File: src/verilog/lcd_bias_pkg.sv
// constants, register map and types for the lcd bias ladder control block
package lcd_bias_pkg;

    // ------------------------------------------------------------
    // register byte offsets
    // ------------------------------------------------------------
    localparam logic [4:0] OFS_LADDER_POWER = 5'h00;
    localparam logic [4:0] OFS_DISPLAY_CTRL = 5'h04;
    localparam logic [4:0] OFS_BIAS_REF = 5'h08;
    localparam logic [4:0] OFS_CONTRAST = 5'h0C;
    localparam logic [4:0] OFS_PIN_DIR = 5'h10;
    localparam logic [4:0] OFS_STATUS = 5'h14;

    // ------------------------------------------------------------
    // reset values
    // ------------------------------------------------------------
    localparam logic [7:0] RST_LADDER_POWER = 8'h00;
    localparam logic [7:0] RST_DISPLAY_CTRL = 8'h00;
    localparam logic [7:0] RST_BIAS_REF = 8'h00;
    localparam logic [2:0] RST_CONTRAST = 3'h0;
    localparam logic [3:0] RST_PIN_DIR = 4'hF;

    // ------------------------------------------------------------
    // field positions
    // ------------------------------------------------------------
    localparam int LP_A_POWER_LSB = 6;
    localparam int LP_B_POWER_LSB = 4;
    localparam int LP_DURATION_LSB = 0;
    localparam int DC_ENABLE_BIT = 7;
    localparam int DC_ACTIVE_BIT = 6;
    localparam int DC_WAVE_BIT = 5;
    localparam int DC_HALF_BIAS_BIT = 4;
    localparam int DC_MUX_LSB = 0;
    localparam int BR_INT_REF_BIT = 7;
    localparam int BR_FVR_SEL_BIT = 6;
    localparam int BR_AUTO_OFF_BIT = 5;
    localparam int BR_PIN_EN_LSB = 1;

    // ------------------------------------------------------------
    // timing in 32 kHz ticks
    // ------------------------------------------------------------
    localparam logic [4:0] PRESCALE_LAST = 5'h1F;
    localparam logic [3:0] HALF_SLOT_LAST = 4'hF;

    // ------------------------------------------------------------
    // types
    // ------------------------------------------------------------
    typedef enum logic [1:0] {
        POWER_OFF = 2'h0,
        POWER_LOW = 2'h1,
        POWER_MEDIUM = 2'h2,
        POWER_HIGH = 2'h3
    } ladder_power_t;

    typedef enum logic [1:0] {
        ST_IDLE = 2'h0,
        ST_RUN = 2'h1,
        ST_STOPPING = 2'h3
    } display_state_t;

    typedef struct packed {
        ladder_power_t a_power;
        ladder_power_t b_power;
        logic [2:0] duration;
    } ladder_cfg_t;

    typedef struct packed {
        logic int_ref;
        logic fvr_sel;
        logic auto_off;
        logic [2:0] pin_en;
    } ref_cfg_t;

endpackage : lcd_bias_pkg

File: src/verilog/lcd_bias_ctrl.sv
// lcd bias ladder power, reference, contrast and backplane selection control
//
// Decided for this implementation: the Avalon-MM slave port and the register addresses.
`timescale 1ns/1ps
module lcd_bias_ctrl
    import lcd_bias_pkg::*;
(
    input wire logic mclk_in,
    input wire logic rst_b_in,
    input wire logic ce_in,
    input wire logic tick32_in,
    input wire logic [4:0] avs_address_in,
    input wire logic avs_read_in,
    input wire logic avs_write_in,
    input wire logic [31:0] avs_writedata_in,
    input wire logic [3:0] avs_byteenable_in,
    output logic [31:0] avs_readdata_out,
    output logic avs_waitrequest_out,
    output logic [1:0] ladder_power_out,
    output logic half_bias_out,
    output logic contrast_enable_out,
    output logic [2:0] contrast_tap_out,
    output logic ref_enable_out,
    output logic ref_buffer_enable_out,
    output logic fvr_request_out,
    output logic [2:0] bias_pin_enable_out,
    output logic [3:0] backplane_active_out,
    output logic [3:0] backplane_oe_out,
    output logic phase_out,
    output logic display_active_out,
    output logic interval_a_out
);

    // ------------------------------------------------------------
    // register storage
    // ------------------------------------------------------------
    ladder_cfg_t ladder_cfg;
    ref_cfg_t ref_cfg;
    logic display_enable;
    logic waveform_type_bit;
    logic half_bias_select;
    logic [1:0] backplane_count_select;
    logic [2:0] contrast_select;
    logic [3:0] pin_direction_bit;
    display_state_t state;
    display_state_t next_state;
    logic phase;

    // ------------------------------------------------------------
    // avalon slave: one wait cycle, then answer
    // ------------------------------------------------------------
    logic bus_req;
    logic bus_ack;
    logic wr_take;
    logic lane0;
    logic hit_ladder;
    logic hit_display;
    logic hit_ref;
    logic hit_contrast;
    logic hit_dir;
    logic hit_status;
    logic [7:0] rd_mux;
    logic display_active_flag;
    logic interval_a;
    ladder_power_t eff_power;

    assign bus_req = avs_read_in || avs_write_in;
    // ack is the inverse of the registered waitrequest
    assign bus_ack = !avs_waitrequest_out;
    assign lane0 = avs_byteenable_in[0];
    assign wr_take = avs_write_in && bus_ack && lane0;
    assign hit_ladder = avs_address_in == OFS_LADDER_POWER;
    assign hit_display = avs_address_in == OFS_DISPLAY_CTRL;
    assign hit_ref = avs_address_in == OFS_BIAS_REF;
    assign hit_contrast = avs_address_in == OFS_CONTRAST;
    assign hit_dir = avs_address_in == OFS_PIN_DIR;
    assign hit_status = avs_address_in == OFS_STATUS;
    assign display_active_flag = state != ST_IDLE;

    // unmapped offsets and bit 3 of the ladder register read as zero
    assign rd_mux = hit_ladder ? {ladder_cfg[6:3], 1'b0, ladder_cfg[2:0]} :
                    hit_display ? {display_enable, display_active_flag, waveform_type_bit,
                                   half_bias_select, 2'h0, backplane_count_select} :
                    hit_ref ? {ref_cfg[5:3], 1'b0, ref_cfg[2:0], 1'b0} :
                    hit_contrast ? {5'h00, contrast_select} :
                    hit_dir ? {4'h0, pin_direction_bit} :
                    hit_status ? {5'h00, eff_power, interval_a} : 8'h00;

    always_ff @(posedge mclk_in or negedge rst_b_in) begin
        if (!rst_b_in) begin
            avs_waitrequest_out <= 1'b1;
            avs_readdata_out <= 32'h0000_0000;
        end else if (ce_in) begin
            avs_waitrequest_out <= !(bus_req && avs_waitrequest_out);
            avs_readdata_out <= {24'h00_0000, rd_mux};
        end
    end

    always_ff @(posedge mclk_in or negedge rst_b_in) begin
        if (!rst_b_in) begin
            ladder_cfg <= {RST_LADDER_POWER[7:4], RST_LADDER_POWER[2:0]};
            {display_enable, waveform_type_bit, half_bias_select} <= 3'h0;
            backplane_count_select <= RST_DISPLAY_CTRL[1:0];
            ref_cfg <= {RST_BIAS_REF[7:5], RST_BIAS_REF[3:1]};
            contrast_select <= RST_CONTRAST;
            pin_direction_bit <= RST_PIN_DIR;
        end else if (ce_in && wr_take) begin
            if (hit_ladder) begin
                ladder_cfg <= {avs_writedata_in[7:4], avs_writedata_in[2:0]};
            end
            if (hit_display) begin
                display_enable <= avs_writedata_in[DC_ENABLE_BIT];
                waveform_type_bit <= avs_writedata_in[DC_WAVE_BIT];
                half_bias_select <= avs_writedata_in[DC_HALF_BIAS_BIT];
                backplane_count_select <= avs_writedata_in[DC_MUX_LSB +: 2];
            end
            if (hit_ref) begin
                ref_cfg <= {avs_writedata_in[7:5], avs_writedata_in[BR_PIN_EN_LSB +: 3]};
            end
            if (hit_contrast) begin
                contrast_select <= avs_writedata_in[2:0];
            end
            if (hit_dir) begin
                pin_direction_bit <= avs_writedata_in[3:0];
            end
        end
    end

    // ------------------------------------------------------------
    // prescaler, transitions and backplane slots
    // ------------------------------------------------------------
    logic [4:0] prescale;
    logic slot_wrap;
    logic [1:0] slot;
    logic frame_end;
    logic transition;
    logic [4:0] ab_pos;
    logic hold_clear;

    assign hold_clear = !display_active_flag;

    // the 5-bit prescaler that yields the base rate also times A and B
    wrap_counter #(.WIDTH(5)) prescaler_u (
        .mclk_in(mclk_in),
        .rst_b_in(rst_b_in),
        .ce_in(ce_in),
        .clear_in(hold_clear),
        .step_in(tick32_in),
        .limit_in(PRESCALE_LAST),
        .count_out(prescale),
        .wrap_out(slot_wrap)
    );

    wrap_counter #(.WIDTH(2)) slot_u (
        .mclk_in(mclk_in),
        .rst_b_in(rst_b_in),
        .ce_in(ce_in),
        .clear_in(hold_clear),
        .step_in(slot_wrap),
        .limit_in(backplane_count_select),
        .count_out(slot),
        .wrap_out(frame_end)
    );

    // type A changes level mid-slot, so its intervals are 16 ticks long
    assign transition = waveform_type_bit ? slot_wrap
                        : tick32_in && (prescale[3:0] == HALF_SLOT_LAST);
    // position restarts at every transition since it is the low prescaler bits
    assign ab_pos = waveform_type_bit ? prescale : {1'b0, prescale[3:0]};
    // duration 0 never satisfies the compare, so B power holds throughout
    assign interval_a = display_active_flag
                        && (ab_pos < {2'b00, ladder_cfg.duration});

    // ------------------------------------------------------------
    // active flag: off only at a frame boundary
    // ------------------------------------------------------------
    always_comb begin
        next_state = state;
        case (state)
            ST_IDLE: begin
                if (display_enable) begin
                    next_state = ST_RUN;
                end
            end
            ST_RUN: begin
                if (!display_enable) begin
                    next_state = ST_STOPPING;
                end
            end
            ST_STOPPING: begin
                // glass must see whole frames to avoid a dc residue
                if (frame_end) begin
                    next_state = ST_IDLE;
                end else if (display_enable) begin
                    next_state = ST_RUN;
                end
            end
            default: begin
                next_state = ST_IDLE;
            end
        endcase
    end

    always_ff @(posedge mclk_in or negedge rst_b_in) begin
        if (!rst_b_in) begin
            state <= ST_IDLE;
            phase <= 1'b0;
        end else if (ce_in) begin
            state <= next_state;
            if (hold_clear) begin
                phase <= 1'b0;
            end else if (waveform_type_bit ? frame_end : transition) begin
                phase <= !phase;
            end
        end
    end

    // ------------------------------------------------------------
    // analog control decode
    // ------------------------------------------------------------
    logic ref_on;
    logic next_buffer;
    logic [3:0] line_used;
    logic [3:0] next_oe;

    assign eff_power = !display_active_flag ? POWER_OFF :
                       interval_a ? ladder_cfg.a_power :
                       ladder_cfg.b_power;
    assign ref_on = display_active_flag && ref_cfg.int_ref;
    assign next_buffer = ref_on && ref_cfg.fvr_sel
                         && !(ref_cfg.auto_off && !interval_a);

    genvar gi;
    generate
        for (gi = 0; gi < 4; gi++) begin : g_line
            assign line_used[gi] = gi <= backplane_count_select;
            // a driven backplane overrides the pin's own direction setting
            assign next_oe[gi] = line_used[gi] || !pin_direction_bit[gi];
        end
    endgenerate

    always_ff @(posedge mclk_in or negedge rst_b_in) begin
        if (!rst_b_in) begin
            ladder_power_out <= POWER_OFF;
            half_bias_out <= 1'b0;
            contrast_enable_out <= 1'b0;
            contrast_tap_out <= RST_CONTRAST;
            ref_enable_out <= 1'b0;
            ref_buffer_enable_out <= 1'b0;
            fvr_request_out <= 1'b0;
            bias_pin_enable_out <= 3'h0;
            backplane_active_out <= 4'h0;
            backplane_oe_out <= 4'h0;
            phase_out <= 1'b0;
            display_active_out <= 1'b0;
            interval_a_out <= 1'b0;
        end else if (ce_in) begin
            ladder_power_out <= eff_power;
            half_bias_out <= half_bias_select;
            contrast_enable_out <= ref_on;
            contrast_tap_out <= contrast_select;
            ref_enable_out <= ref_on;
            ref_buffer_enable_out <= next_buffer;
            fvr_request_out <= ref_on && ref_cfg.fvr_sel;
            bias_pin_enable_out <= ref_cfg.pin_en;
            backplane_active_out <= line_used;
            backplane_oe_out <= next_oe;
            phase_out <= phase;
            display_active_out <= display_active_flag;
            interval_a_out <= interval_a;
        end
    end
endmodule : lcd_bias_ctrl

File: src/verilog/wrap_counter.sv
// wrapping tick counter with clear, used for prescaler and backplane slots
`timescale 1ns/1ps
module wrap_counter
    import lcd_bias_pkg::*;
#(
    parameter int WIDTH = 5
) (
    input wire logic mclk_in,
    input wire logic rst_b_in,
    input wire logic ce_in,
    input wire logic clear_in,
    input wire logic step_in,
    input wire logic [WIDTH-1:0] limit_in,
    output logic [WIDTH-1:0] count_out,
    output logic wrap_out
);

    logic [WIDTH-1:0] count;
    logic [WIDTH-1:0] next_count;

    assign wrap_out = step_in && (count == limit_in);
    assign next_count = clear_in ? '0 :
                        wrap_out ? '0 :
                        step_in ? count + 1'b1 : count;
    assign count_out = count;

    always_ff @(posedge mclk_in or negedge rst_b_in) begin
        if (!rst_b_in) begin
            count <= '0;
        end else if (ce_in) begin
            count <= next_count;
        end
    end

endmodule : wrap_counter

File: config.mk
export PLATFORM = sky130hd
export DESIGN_NAME = lcd_bias_ctrl
export DESIGN_NICKNAME = d
export VERILOG_FILES = /design/src/verilog/lcd_bias_pkg.sv /design/src/verilog/lcd_bias_ctrl.sv /design/src/verilog/wrap_counter.sv
export SDC_FILE = /design/constraint.sdc
export NUM_CORES = 1
export LEC_CHECK = 0
export ABC_CLOCK_PERIOD_IN_PS = 2500
export BUFFER_PORTS_ARGS = -buffer_cell sky130_fd_sc_hd__buf_2
export CORE_AREA = 2 2 84 102
export CTS_CLUSTER_DIAMETER = 200
export CTS_CLUSTER_SIZE = 8
export DETAILED_ROUTE_END_ITERATION = 6
export DIE_AREA = 0 0 86 104
export PLACE_DENSITY = 0.7
export SETUP_SLACK_MARGIN = 0.05
export SKIP_LAST_GASP = 1
export SLEW_MARGIN = 20
export SYNTH_ARGS = -nofsm -noshare
export SYNTH_HDL_FRONTEND = slang
export SYNTH_SLANG_ARGS = --single-unit
File: constraint.sdc
create_clock -name mclk_in -period 2.5 [get_ports mclk_in]
set_clock_uncertainty 0.1 [all_clocks]
set_input_delay 0.375 -clock mclk_in [delete_from_list [all_inputs] [get_ports mclk_in]]
set_output_delay 0.375 -clock mclk_in [all_outputs]
set_load 0.1 [all_outputs]
; ---- After elaboration in Yosys (flattened, before gate mapping)
; Cells that the tools add are included.
[classes]
add_sub_neg = 2
order_cmp = 4
n_eq_ne = 14
muxes = 22
n_reduce_logical = 36
[ops]
columns = operator, count
row1 = $mux 8, 3
row2 = $mux 5, 4
row3 = $reduce_and 2->1, 9
row4 = $mux 2, 8
row5 = $eq 5x5->1 const B, 3
row6 = $logic_and 1x1->1, 12
row7 = $eq 5x4->1 const B, 2
row8 = $logic_not 1->1, 8
row9 = $mux 4, 2
row10 = $pmux 2 s3, 1
row11 = $add 5x1->5 const B, 1
row12 = $eq 5x3->1 const B, 1
row13 = $logic_not 5->1, 1
row14 = $lt 5x3->1, 1
row15 = $eq 4x4->1 const B, 1
row16 = $le 2x2->1 const A, 2
row17 = $logic_or 1x1->1, 4
row18 = $mux 1, 3
row19 = $mux 3, 1
row20 = $ne 3x1->1 const B, 1
row21 = $ne 3x2->1 const B, 1
row22 = $add 2x1->2 const B, 1
row23 = $eq 2x1->1 const B, 1
row24 = $eq 2x2->1, 1
row25 = other kinds (6), 6
[totals]
ff_bits = 67
out_inout_bits = 57

; ---- Depth between registers and ports, before layout
; Gate-level depths: netlist (run 1).
[depth]
depth_word = 11
ltp_mapped = 7

; ---- Hierarchy
; A second synthesis (run 1) with hierarchy kept.
[hier_totals]
hier_cells = 307
hier_area_um2 = 3409.5
[modules_own_cells]
columns = mod, instances, cells_each, area_each_um2
row1 = lcd_bias_ctrl, 1, 254, 2909.0
row2 = wrap_counter (prescaler_u), 1, 36, 341.6
row3 = wrap_counter (slot_u), 1, 17, 158.9

; ---- Least setup slack after synthesis (run 1)
; Ideal clock, no wire load.
[synth_path]
path_kind = register -> register
startpoint = reg prescaler_u.count[0], in the netlist prescaler_u.count_out[0]
endpoint = reg phase
t_arrival_ns = 1.722
t_required_ns = 2.277
slack_ns = 0.556
stages_incl_launch_ff = 8
path_buffers = 0
period_less_slack_ns = 1.944
path_cell_list = dfrtp_1 ha_1 and3_1 ha_1 and2_2 nor3b_2 a211o_1 o221a_2
[synth_between]
elab_chain_cells = 6
[synth_lines]
columns = item, line_no
row1 = from (decl), wrap_counter.sv:18  ; logic [WIDTH-1:0] count;
row2 = from (signal assigned), wrap_counter.sv:31  ; count <= next_count;
row3 = $eq 5x5->1, wrap_counter.sv:21  ; assign wrap_out = step_in && (count == limit_in);
row4 = $logic_and 1x1->1 (2 in series), wrap_counter.sv:21
row5 = $mux 1 (*), lcd_bias_ctrl.sv:212  ; end else if (waveform_type_bit ? frame_end : transition) begin
row6 = $ne 2x1->1 (no source line) (*), --
row7 = $reduce_and 2->1 (no source line) (*), --
row8 = to (signal assigned), lcd_bias_ctrl.sv:213  ; phase <= !phase;
row9 = to (decl), lcd_bias_ctrl.sv:47  ; logic phase;
; Mark *: on every way between the ends. The rest lies on a longest branch, timed or not.
; A chain may end at the register's enable or synchronous reset.

; ---- Worst setup path in the final report (run 1)
[layout_path]
startpoint = reg prescaler_u.count[0], in the netlist prescaler_u.count_out[0]
endpoint = reg slot_u.count[1], in the netlist slot_u.count_out[1]
[layout_between]
elab_chain_cells = 5
[layout_lines]
columns = item, line_no
row1 = $eq 5x5->1 (*), wrap_counter.sv:21
row2 = $logic_and 1x1->1 (*), wrap_counter.sv:21
row3 = $logic_and 1x1->1, wrap_counter.sv:21
row4 = $ne 3x1->1 (no source line) or $mux 2 (tied branches), --
row5 = $reduce_and 2->1 (no source line) or $mux 2 (tied branches), --
row6 = to (signal assigned), wrap_counter.sv:31
row7 = to (decl), wrap_counter.sv:18
; Marked as above.

==> results of run 1 <==
[routing by layer]
| layer | vias to the layer above | global-route usage, % |
|---|---|---|
| met3 | 18 | 3.57 |
| met2 | 85 | 28.7 |
| met5 | - | 0 |
| li1 | 1138 | - |
| met1 | 1217 | 23.6 |
| met4 | 0 | 8.84 |
[how the worst max path moves through the flow]
stage,endpoint,depth (start not counted)
after floorplan,phase$_DFFE_PN0P_,7
after global placement,slot_u.count_out[1]$_DFFE_PN0P_,7
after detailed placement,slot_u.count_out[1]$_DFFE_PN0P_,7
after CTS,slot_u.count_out[1]$_DFFE_PN0P_,7
after global routing,slot_u.count_out[1]$_DFFE_PN0P_,7
final,slot_u.count_out[1]$_DFFE_PN0P_,7
[repair_timing]
| action | CTS | global route |
|---|---|---|
| hold buffers | 1 | 0 |
| endpoints found under the hold margin | 15 | 0 |
| setup endpoints to repair | 0 | 0 |
[final cells by class]
type                       instances  share of cell area (%)
clock inverter                     6                    2.34
timing repair buffer              60                    8.72
inverter                           7                   0.683
tap                               95                    3.09
multi-input combinational        208                    38.5
sequential                        66                    43.1
clock buffer                      10                    3.58
[cells by family (layout without fill, tap and decap cells)]
kind of cell,Yosys count,after routing
AO/OA/AOI/OAI,67,67
XOR/XNOR,2,2
adder cells (fa/ha/maj),4,4
buffers and inverters,46,83
flip-flops,66,66
multiplexers,40,40
other,1,24
AND/OR/NAND/NOR,71,71
[worst max-delay path, stage by stage, from the launching register on]
cell and delay, ps:
dfrtp_1 410, ha_1 200, and3_1 190, ha_1 230, and2_2 200, nor3b_2 340, o21ai_0 140, a31o_2 260
[power breakdown]
part | switching (mW) | total (mW) | internal (mW)
registers | 0.0747 | 1.22 | 1.15
clock network | 0.434 | 1.02 | 0.588
logic | 0.512 | 0.667 | 0.155
total | 1.02 | 2.91 | 1.89
[state kept, by name (all words and copies together), names as in the netlist, 2 cells and up]
name,cells
state,2
ref_cfg,6
avs_readdata_out,8
contrast_tap_out,3
contrast_select,3
slot_u.count_out,2
backplane_oe_out,3
pin_direction_bit,4
prescaler_u.count_out,5
backplane_active_out,4
ladder_power_out,2
backplane_count_select,2
ladder_cfg,7
bias_pin_enable_out,3
[placed cells by master (no fill, tap or decap), drive strengths merged, types with 3 or more instances in the layout]
master	synthesis	routed
a211oi	6	6
a21oi	7	7
a31oi	4	4
a32o	3	3
and3	3	3
buf	34	59
clkbuf	5	10
clkinvlp	0	4
conb	1	24
dfrtp	61	61
dfstp	5	5
ha	4	4
inv	7	7
mux2	33	33
mux2i	6	6
nand2	16	16
nand2b	4	4
nand3	7	7
nand3b	3	3
nor2	22	22
nor3b	4	4
o21ai	19	19
o2bb2ai	11	11
[stage by stage]
step	worst slack, ps	cells	utilization (%)
finish	322	452	48.3
floorplan	556	320	-
global route	185	452	48.3
detailed placement	380	435	45.3
CTS	332	452	48.3
global placement	402	435	45.3
==> impl_metrics.ini, run 1 <==
[timing]
period_minus_slack_ps = 2180
maxSlewViolCount = 0
max_freq_ghz = 0.459
setup_viol = 0
grt_setup_unrepaired = no
finalHoldViolCount = 0
period_share_pct = 87.1
hold_ws_ps = 166
fin_tns_setup_ps = 0

[route]
drt_pass1_iterations = 4
wl_per_cell_um = 16.7
wl_met3_um = 338
avgViaCountPerCell = 5.44
postRouteAntennaNets = 0
vias = 2458
drc = 0
highest_layer = met4
drt_iter0_markers = 217
wl_met2_um = 3590
met1_length_um = 3410
routed_wl_um = 7570

[synth]
synth-edff-count = 0
ys_ff_latch = 66
yosys-top-cells-area = dfrtp_1 (46%), mux2_2 (11%), buf_4 (6.1%)
netlist-cell-type-count = 54
yosysWarnings = 0
synth_top_family_by_area = compound AO/OA/AOI/OAI gates
yosysMostFrequentCell = dfrtp_1
synth_fa_ha_area_share_pct = 1.50
yosys.area_share.simple_pct = 11.9
yosysSeqAreaShare_pct = 49.6
syn_area_per_cell_um2 = 11.2
muxShareOfSynthArea_pct = 13.6
synthCells = 297
syn_area_mm2 = 0.00334
synthArstFlopShare_pct = 100
synth_xor_area_share_pct = 0.524
yosys_most_used_dff = dfrtp_1
synth_compound_area_share_pct = 14.1
synth_top_area_share_pct = 45.7
synth_top_cell_by_area = dfrtp_1
synth_top_cells_by_count = dfrtp_1 (61), mux2_2 (33), buf_4 (27), nor2_1 (20), o21ai_0 (19)

[clock_network]
cts.repair.resized = 0
cts-htree-levels = 3
postCtsSetupBuffers = 0
cts_buffers = 9
clockBufferDepth = 2
ctsRootBufferMaster = clkbuf_8
clk_pin_slew_ps = 80
clock-sinks = 66
insertion_delay_ps = 350
cts_tree = built

[pwr]
leakage_nw = 1.84
peakVddDrop_mv = 0.341
power_mw = 2.91
powerDensity_mw_per_mm2 = 757

[finish]
regArea_mm2 = 0.00166
nNetsFinal = 403
multiInputGateArea_mm2 = 0.00148
num-fill-cells = 749
post-route-cell-area_mm2 = 0.00385
area_growth_syn_to_layout_pct = 15.2
drive_above_1_share_pct = 35.3
n_antenna_cell = 0

[global_routing]
grt_pass1_wl_um = 12600
grt_pass1_vias = 2448
grt_overflow = 0
gr-usage-all-layers_pct = 18.1
grt_start_max_net_pins = 40
antenna_found_initial = 0

[placement]
io_buffers = 52
placed_area_mm2 = 0.00361
place.gp.congestion = 0.863
hpwl_um = 5450

[hold_path]
worstHoldStart = avs_writedata_in[3]
holdPathEnd = ref_cfg[2]$_DFFE_PN0P_
min_path_cells = 2
hold_class = primary input to flip-flop

[setup_path]
worstPathRequired_ps = 2650
r2r_start = prescaler_u.count_out[0]$_DFFE_PN0P_
worst_r2r_endpoint = slot_u.count_out[1]$_DFFE_PN0P_
critPathKind = flip-flop to flip-flop
crit_fanout = 5
crit_start = prescaler_u.count_out[0]$_DFFE_PN0P_
startpoint_type = flip-flop
r2r_slack_ps = 320
reg2reg_depth = 7
worstPathArrival_ps = 2320
setup.worst_path.end_class = flip-flop

[outcome]
status = complete, no violations

[floorplanning]
die_h_um = 104
io_pins = 104
die_area_mm2 = 0.00894
core_area_mm2 = 0.00797
fp.dieW_um = 86
start_util_pct = 41.9
rows = 36

[run]
drv_cap = 0
Note: power is estimated with default switching activity, not from simulation.
==> run 2, diff against run 1 <==
- ABC_AREA: unset -> 1
- CORE_AREA: 2 2 84 102 -> 2 2 83 101
- DIE_AREA: 0 0 86 104 -> 0 0 85 103
- SETUP_SLACK_MARGIN: 0.05 -> 0.5
==> run 2 against run 1 <==
Effect of this change: clock-buffer cell count up 1; synthesized area decreased by 2.3%; sequential power rose by 5%; setup slack improved by 340 ps; wire length down 4.1%; maximum frequency up 19%; largest power group unchanged; sequential cell count did not move.
==> impl_metrics.ini, run 2 <==
[finish]
reg.largest.list = avs_readdata_out (8), ladder_cfg (7), ref_cfg (6)
area_growth_syn_to_layout_pct = 15.0
n_antenna_cell = 0
nNetsFinal = 484
final_cell_mix = nand2_1 (93), dfrtp_1 (61), buf_2 (52)
largest_reg_flops = 8
drive_above_1_share_pct = 24.7
post-route-util_pct = 47.6
instances_no_fill = 533
post-route-cell-area_mm2 = 0.00375
largest-register = avs_readdata_out
num-fill-cells = 756
final_common_cell = nand2_1

[pwr]
peakVddDrop_mv = 0.641
leakage_nw = 1.93
powerDensity_mw_per_mm2 = 836

[setup_path]
worstPathRequired_ps = 2030
worst_r2r_endpoint = slot_u.count_out[1]$_DFFE_PN0P_
crit_chain = buf_2
path_delay_family = flip-flops
r2r_start = prescaler_u.count_out[1]$_DFFE_PN0P_
critPathKind = flip-flop to primary output
startpoint_type = flip-flop
setup.worst_path.end_class = primary output
worstPathArrival_ps = 1360
worst-path-buf-inv = 1
max_stage_delay_ps = 570
cpMaxStageDelayCell = dfstp_2
crit_fanout = 4
reg2reg_depth = 9
r2r_slack_ps = 670

[synth]
synth-edff-count = 0
yosysSeqAreaShare_pct = 50.8
yosys_most_used_dff = dfrtp_1
synth_top_cells_by_count = nand2_1 (93), dfrtp_1 (61), inv_1 (41), o21ai_0 (33), buf_4 (28)
yosysMostFrequentCell = nand2_1
synth_top_area_share_pct = 46.8
yosysWarnings = 0
synth_top_cell_by_area = dfrtp_1
synthCells = 375
syn_area_mm2 = 0.00326
yosys-top-cells-area = dfrtp_1 (47%), nand2_1 (11%), buf_4 (6.4%)
synthArstFlopShare_pct = 100
syn_area_per_cell_um2 = 8.70
netlist-cell-type-count = 33
ys_ff_latch = 66

[route]
vias = 2577
avgViaCountPerCell = 4.83
postRouteAntennaNets = 0
drt_pass1_iterations = 4
drt_iter0_markers = 219
drc = 0
wl_per_cell_um = 13.6
routed_wl_um = 7260

[placement]
dp_cells = 513
place.gp.congestion = 0.868
hpwl_um = 5450
io_buffers = 52
placed_area_mm2 = 0.00351

[global_routing]
grt_pass1_wl_um = 11500
antenna_found_initial = 0
grt_pass1_vias = 2380
grt_overflow = 0
use_met2_pct = 26.9
met1_usage_pct = 22.0
grt_start_max_net_pins = 42
busiest_layer = met2
gr-usage-all-layers_pct = 16.9
grtUsageMet3_pct = 2.72

[timing]
tightestPinTransition_ps = 614
slew_headroom_pct = 59.1
maxSlewViolCount = 0
fin_tns_setup_ps = 0
setup_viol = 0
max_freq_ghz = 0.545
finalHoldViolCount = 0
period_minus_slack_ps = 1830
grt_setup_unrepaired = no
period_share_pct = 73.4

[clock_network]
insertion_delay_ps = 350
cts-htree-levels = 3
clock-sinks = 66
clk_pin_slew_ps = 70
ctsRootBufferMaster = clkbuf_8
cts_tree = built
clockBufferDepth = 2
cts_buffers = 9

[floorplanning]
rows = 36
core_area_mm2 = 0.00788
start_util_pct = 41.4
die_h_um = 103
die_area_mm2 = 0.00876
fp.dieW_um = 85
io_pins = 104

[hold_path]
hold_class = primary input to flip-flop
min_path_cells = 3
worstHoldStart = avs_read_in
holdPathEnd = avs_waitrequest_out$_DFFE_PN1P_

[outcome]
status = complete, no violations

[run]
drv_cap = 0
run 2: changes by cell type in the layout (fill, tap and decap cells not counted), moves of 4 or more:
cell       previous run  this run
nand2_1              15        93
a21oi_1               7        14
o21ai_0              19        33
o21ai_2               0        13
o2bb2ai_1            11         0
a211oi_1              6         1
mux2i_1               6         0
nand2b_1              4         0
nand3_1               6        15
mux2_2               33         0
inv_1                 7        41
nand2_2               1         7
run 2: metal layers:
layer  vias up  part of all wire, %
met2        84                   49
met1      1199                   44
li1       1277                    -
met4         0                  3.0
met3        17                  4.6
met5         -                    0
run 2: repair_timing:
action	CTS	global route
resized for setup	0	2
hold buffers	1	0
setup endpoints to repair	0	1
setup buffers	0	3
hold endpoints to repair	25	0
run 2: area by class of cell:
class	count	area (um^2)	area share [%]
clock buffers	11	151	4.03
clock inverters	5	52.6	1.40
inverters	41	154	4.10
multi-input cells	255	1280	34.2
flip-flops and latches	66	1660	44.2
well taps	95	119	3.17
repair buffers	60	335	8.93
run 2: metrics by stage:
step / hold WS, ps / setup slack, ps / power (mW)
4_1_cts: 182 / 597 / 3.14
3_5_place_dp: 317 / 618 / 2.22
3_3_place_gp: 313 / 670 / 2.20
5_1_grt: 190 / 523 / 3.30
6_report: 188 / 665 / 3.14
2_1_floorplan: -20.6 / 685 / 2.07
run 2: worst max-delay path by stage:
stage | to | cells past startpoint | start
5_1_grt | slot_u.count_out[1]$_DFFE_PN0P_ | 9 | prescaler_u.count_out[1]$_DFFE_PN0P_
2_1_floorplan | ref_enable_out | 1 | ref_enable_out$_DFFE_PN0P_
3_3_place_gp | slot_u.count_out[1]$_DFFE_PN0P_ | 9 | prescaler_u.count_out[0]$_DFFE_PN0P_
6_report | avs_waitrequest_out | 1 | avs_waitrequest_out$_DFFE_PN1P_
3_5_place_dp | slot_u.count_out[1]$_DFFE_PN0P_ | 9 | prescaler_u.count_out[0]$_DFFE_PN0P_
4_1_cts | slot_u.count_out[1]$_DFFE_PN0P_ | 9 | prescaler_u.count_out[0]$_DFFE_PN0P_
run 2: worst min-delay path, cell delays in order:
cell and delay [ps]:
buf_2 70, o211ai_1 90, o21a_1 100
run 2: kinds of logic after synthesis:
group / Yosys count / synth area share (%)
AND/OR/NAND/NOR: 148 / 19.8
buffers and inverters: 77 / 12.7
AO/OA/AOI/OAI: 75 / 14.0
flip-flops: 66 / 50.8
XOR/XNOR: 4 / 1.07
adder cells (fa/ha/maj): 4 / 1.53
other: 1 / 0.115
run 2: power breakdown:
| group | total (mW) | switching (mW) | internal, mW | leakage (nW) |
|---|---|---|---|---|
| clock | 0.910 | 0.401 | 0.509 | 0.105 |
| combinational | 0.952 | 0.757 | 0.196 | 0.974 |
| sequential | 1.28 | 0.0905 | 1.19 | 0.848 |
| total | 3.14 | 1.25 | 1.89 | 1.93 |
==> run 3, diff against run 2 <==
- ABC_CLOCK_PERIOD_IN_PS: 2500 -> 1800
- clock period: 2.5 -> 1.8 ns (I/O delays scaled with it)
==> run 3 against run 2 <==
Effect of this change: highest routed layer unchanged; sequential share of layout area fell by 11 points; clock-buffer cell count rose by 1; cell area rose by 35%; final cell count is 9.0% higher.
==> impl_metrics.ini, run 3 (synthesis results as in run 2) <==
[floorplanning]
die_h_um = 103
start_util_pct = 41.4
fp.dieW_um = 85
io_pins = 104
core_area_mm2 = 0.00788
rows = 36
die_area_mm2 = 0.00876

[clock_network]
clock-sinks = 66
clk_pin_slew_ps = 70
clockBufferDepth = 2
cts_buffers = 9
ctsRootBufferMaster = clkbuf_8
cts_tree = built
cts-htree-levels = 3
insertion_delay_ps = 370

[global_routing]
grt_pass1_vias = 2737
gr-usage-all-layers_pct = 19.4
grt_start_max_net_pins = 67
grt_pass1_wl_um = 13000
antenna_found_initial = 0
grt_overflow = 0

[timing]
setup_viol = 0
period_minus_slack_ps = 1720
maxSlewViolCount = 0
grt_setup_unrepaired = yes
period_share_pct = 95.7
max_freq_ghz = 0.580
fin_tns_setup_ps = 0
slew_headroom_pct = 56.0
tightestPinTransition_ps = 657
finalHoldViolCount = 0

[pwr]
peakVddDrop_mv = 0.748
power_mw = 5.10
leakage_nw = 2.40
powerDensity_mw_per_mm2 = 1010

[setup_path]
worstPathArrival_ps = 1910
reg2reg_depth = 11
setup.worst_path.end_class = flip-flop
worst-path-stages = 11
crit_chain = buf_6, ha_4, nand2_2, nand2_2, nand2_2, nand2_4, nand2_2, nand4_1, nand3_1, nand2_1, a21oi_1
worstPathRequired_ps = 1980
critPathKind = flip-flop to flip-flop
max_stage_delay_ps = 400
path_delay_family = simple AND/OR/NAND/NOR gates
path_common_cell = nand2_2
worst-path-buf-inv = 1
startpoint_type = flip-flop
crit_fanout = 4
cpMaxStageDelayCell = dfrtp_1

[finish]
drive_above_1_share_pct = 45.3
final_cell_mix = nand2_1 (61), dfrtp_1 (59), buf_4 (43)
reg.largest.list = avs_readdata_out (8), ladder_cfg (7), ref_cfg (6)
area_growth_syn_to_layout_pct = 55.1
largest-register = avs_readdata_out
post-route-util_pct = 64.2
largest_reg_flops = 8
post-route-cell-area_mm2 = 0.00506
nNetsFinal = 532
n_antenna_cell = 0
final_common_cell = nand2_1

[placement]
place.gp.congestion = 0.808
io_buffers = 52
placed_area_mm2 = 0.00357
hpwl_um = 5170

[route]
avgViaCountPerCell = 5.09
wl_per_cell_um = 15.4
vias = 2958
drc = 0
drt_iter0_markers = 165
drt_pass1_iterations = 4
routed_wl_um = 8920
postRouteAntennaNets = 0

[hold_path]
min_path_cells = 3
hold_class = primary input to flip-flop

[run]
drv_cap = 0

[outcome]
status = complete, no violations
run 3: cell count changes in the layout (fill, tap and decap cells not counted), sizes merged:
| cell | before | now |
|---|---|---|
| clkbuf | 11 | 12 |
| nand2 | 100 | 102 |
| inv | 41 | 40 |
| clkinvlp | 1 | 2 |
| buf | 59 | 105 |
| clkinv | 3 | 2 |
run 3: what timing repair did:
item                                    in CTS  in global routing
setup buffers                               23                 24
gates resized for setup                    170                 69
hold buffers                                 1                  0
pin swaps                                   16                 26
hold endpoints to repair                    61                  0
cloned                                       2                  0
endpoints found under the setup margin      79                 86
run 3: worst register-to-register path, delay by kind of cell (launching register included):
kind / cells / cell delay [ps]
adder cells (fa/ha/maj): 1 / 230
buffers and inverters: 1 / 130
flip-flops: 1 / 400
AO/OA/AOI/OAI: 1 / 150
AND/OR/NAND/NOR: 8 / 640
run 3: final timing paths:
| kind | end | start | slack, ps |
|---|---|---|---|
| min reg2reg | state[0]$_DFFE_PN0P_ | state[1]$_DFFE_PN0P_ | 370 |
| min in group asynchronous | ref_cfg[4]$_DFFE_PN0P_ | rst_b_in | 360 |
| max in group asynchronous | avs_waitrequest_out$_DFFE_PN1P_ | rst_b_in | 920 |
| max reg2reg | avs_readdata_out[2]$_DFFE_PN0P_ | prescaler_u.count_out[1]$_DFFE_PN0P_ | 80 |
| max | avs_readdata_out[2]$_DFFE_PN0P_ | prescaler_u.count_out[1]$_DFFE_PN0P_ | 80 |
| min | pin_direction_bit[3]$_DFFE_PN1P_ | avs_writedata_in[3] | 70 |
run 3: stage by stage:
step	cells	setup slack, ps	hold WS (ps)
3_3_place_gp	515	49.8	211
5_1_grt	581	-29.5	57.7
2_1_floorplan	398	163	-126
6_report	581	76.8	68.7
3_5_place_dp	515	16.4	215
4_1_cts	557	108	52.9
run 3: area by class of cell:
cell class	instances	area [um^2]
clock inverters	4	51.3
repair buffers	106	1240
multi-input cells	257	1680
clock buffers	12	145
fillers	562	2820
well taps	95	119
flip-flops and latches	66	1670
inverters	41	163
run 3: report_power, final:
| part | switching [mW] | internal, mW | leakage, nW | total (mW) |
|---|---|---|---|---|
| registers | 0.158 | 1.65 | 0.847 | 1.81 |
| logic | 1.26 | 0.765 | 1.45 | 2.03 |
| clock network | 0.588 | 0.678 | 0.0966 | 1.27 |
| total | 2.01 | 3.09 | 2.40 | 5.10 |
run 3: metal layers:
layer,track usage [%],part of all wire (%),wire (um)
met3,4.72,6.0,539
met1,23.0,38,3420
met4,11.2,4.3,387
met5,0,0,0
met2,32.4,51,4580
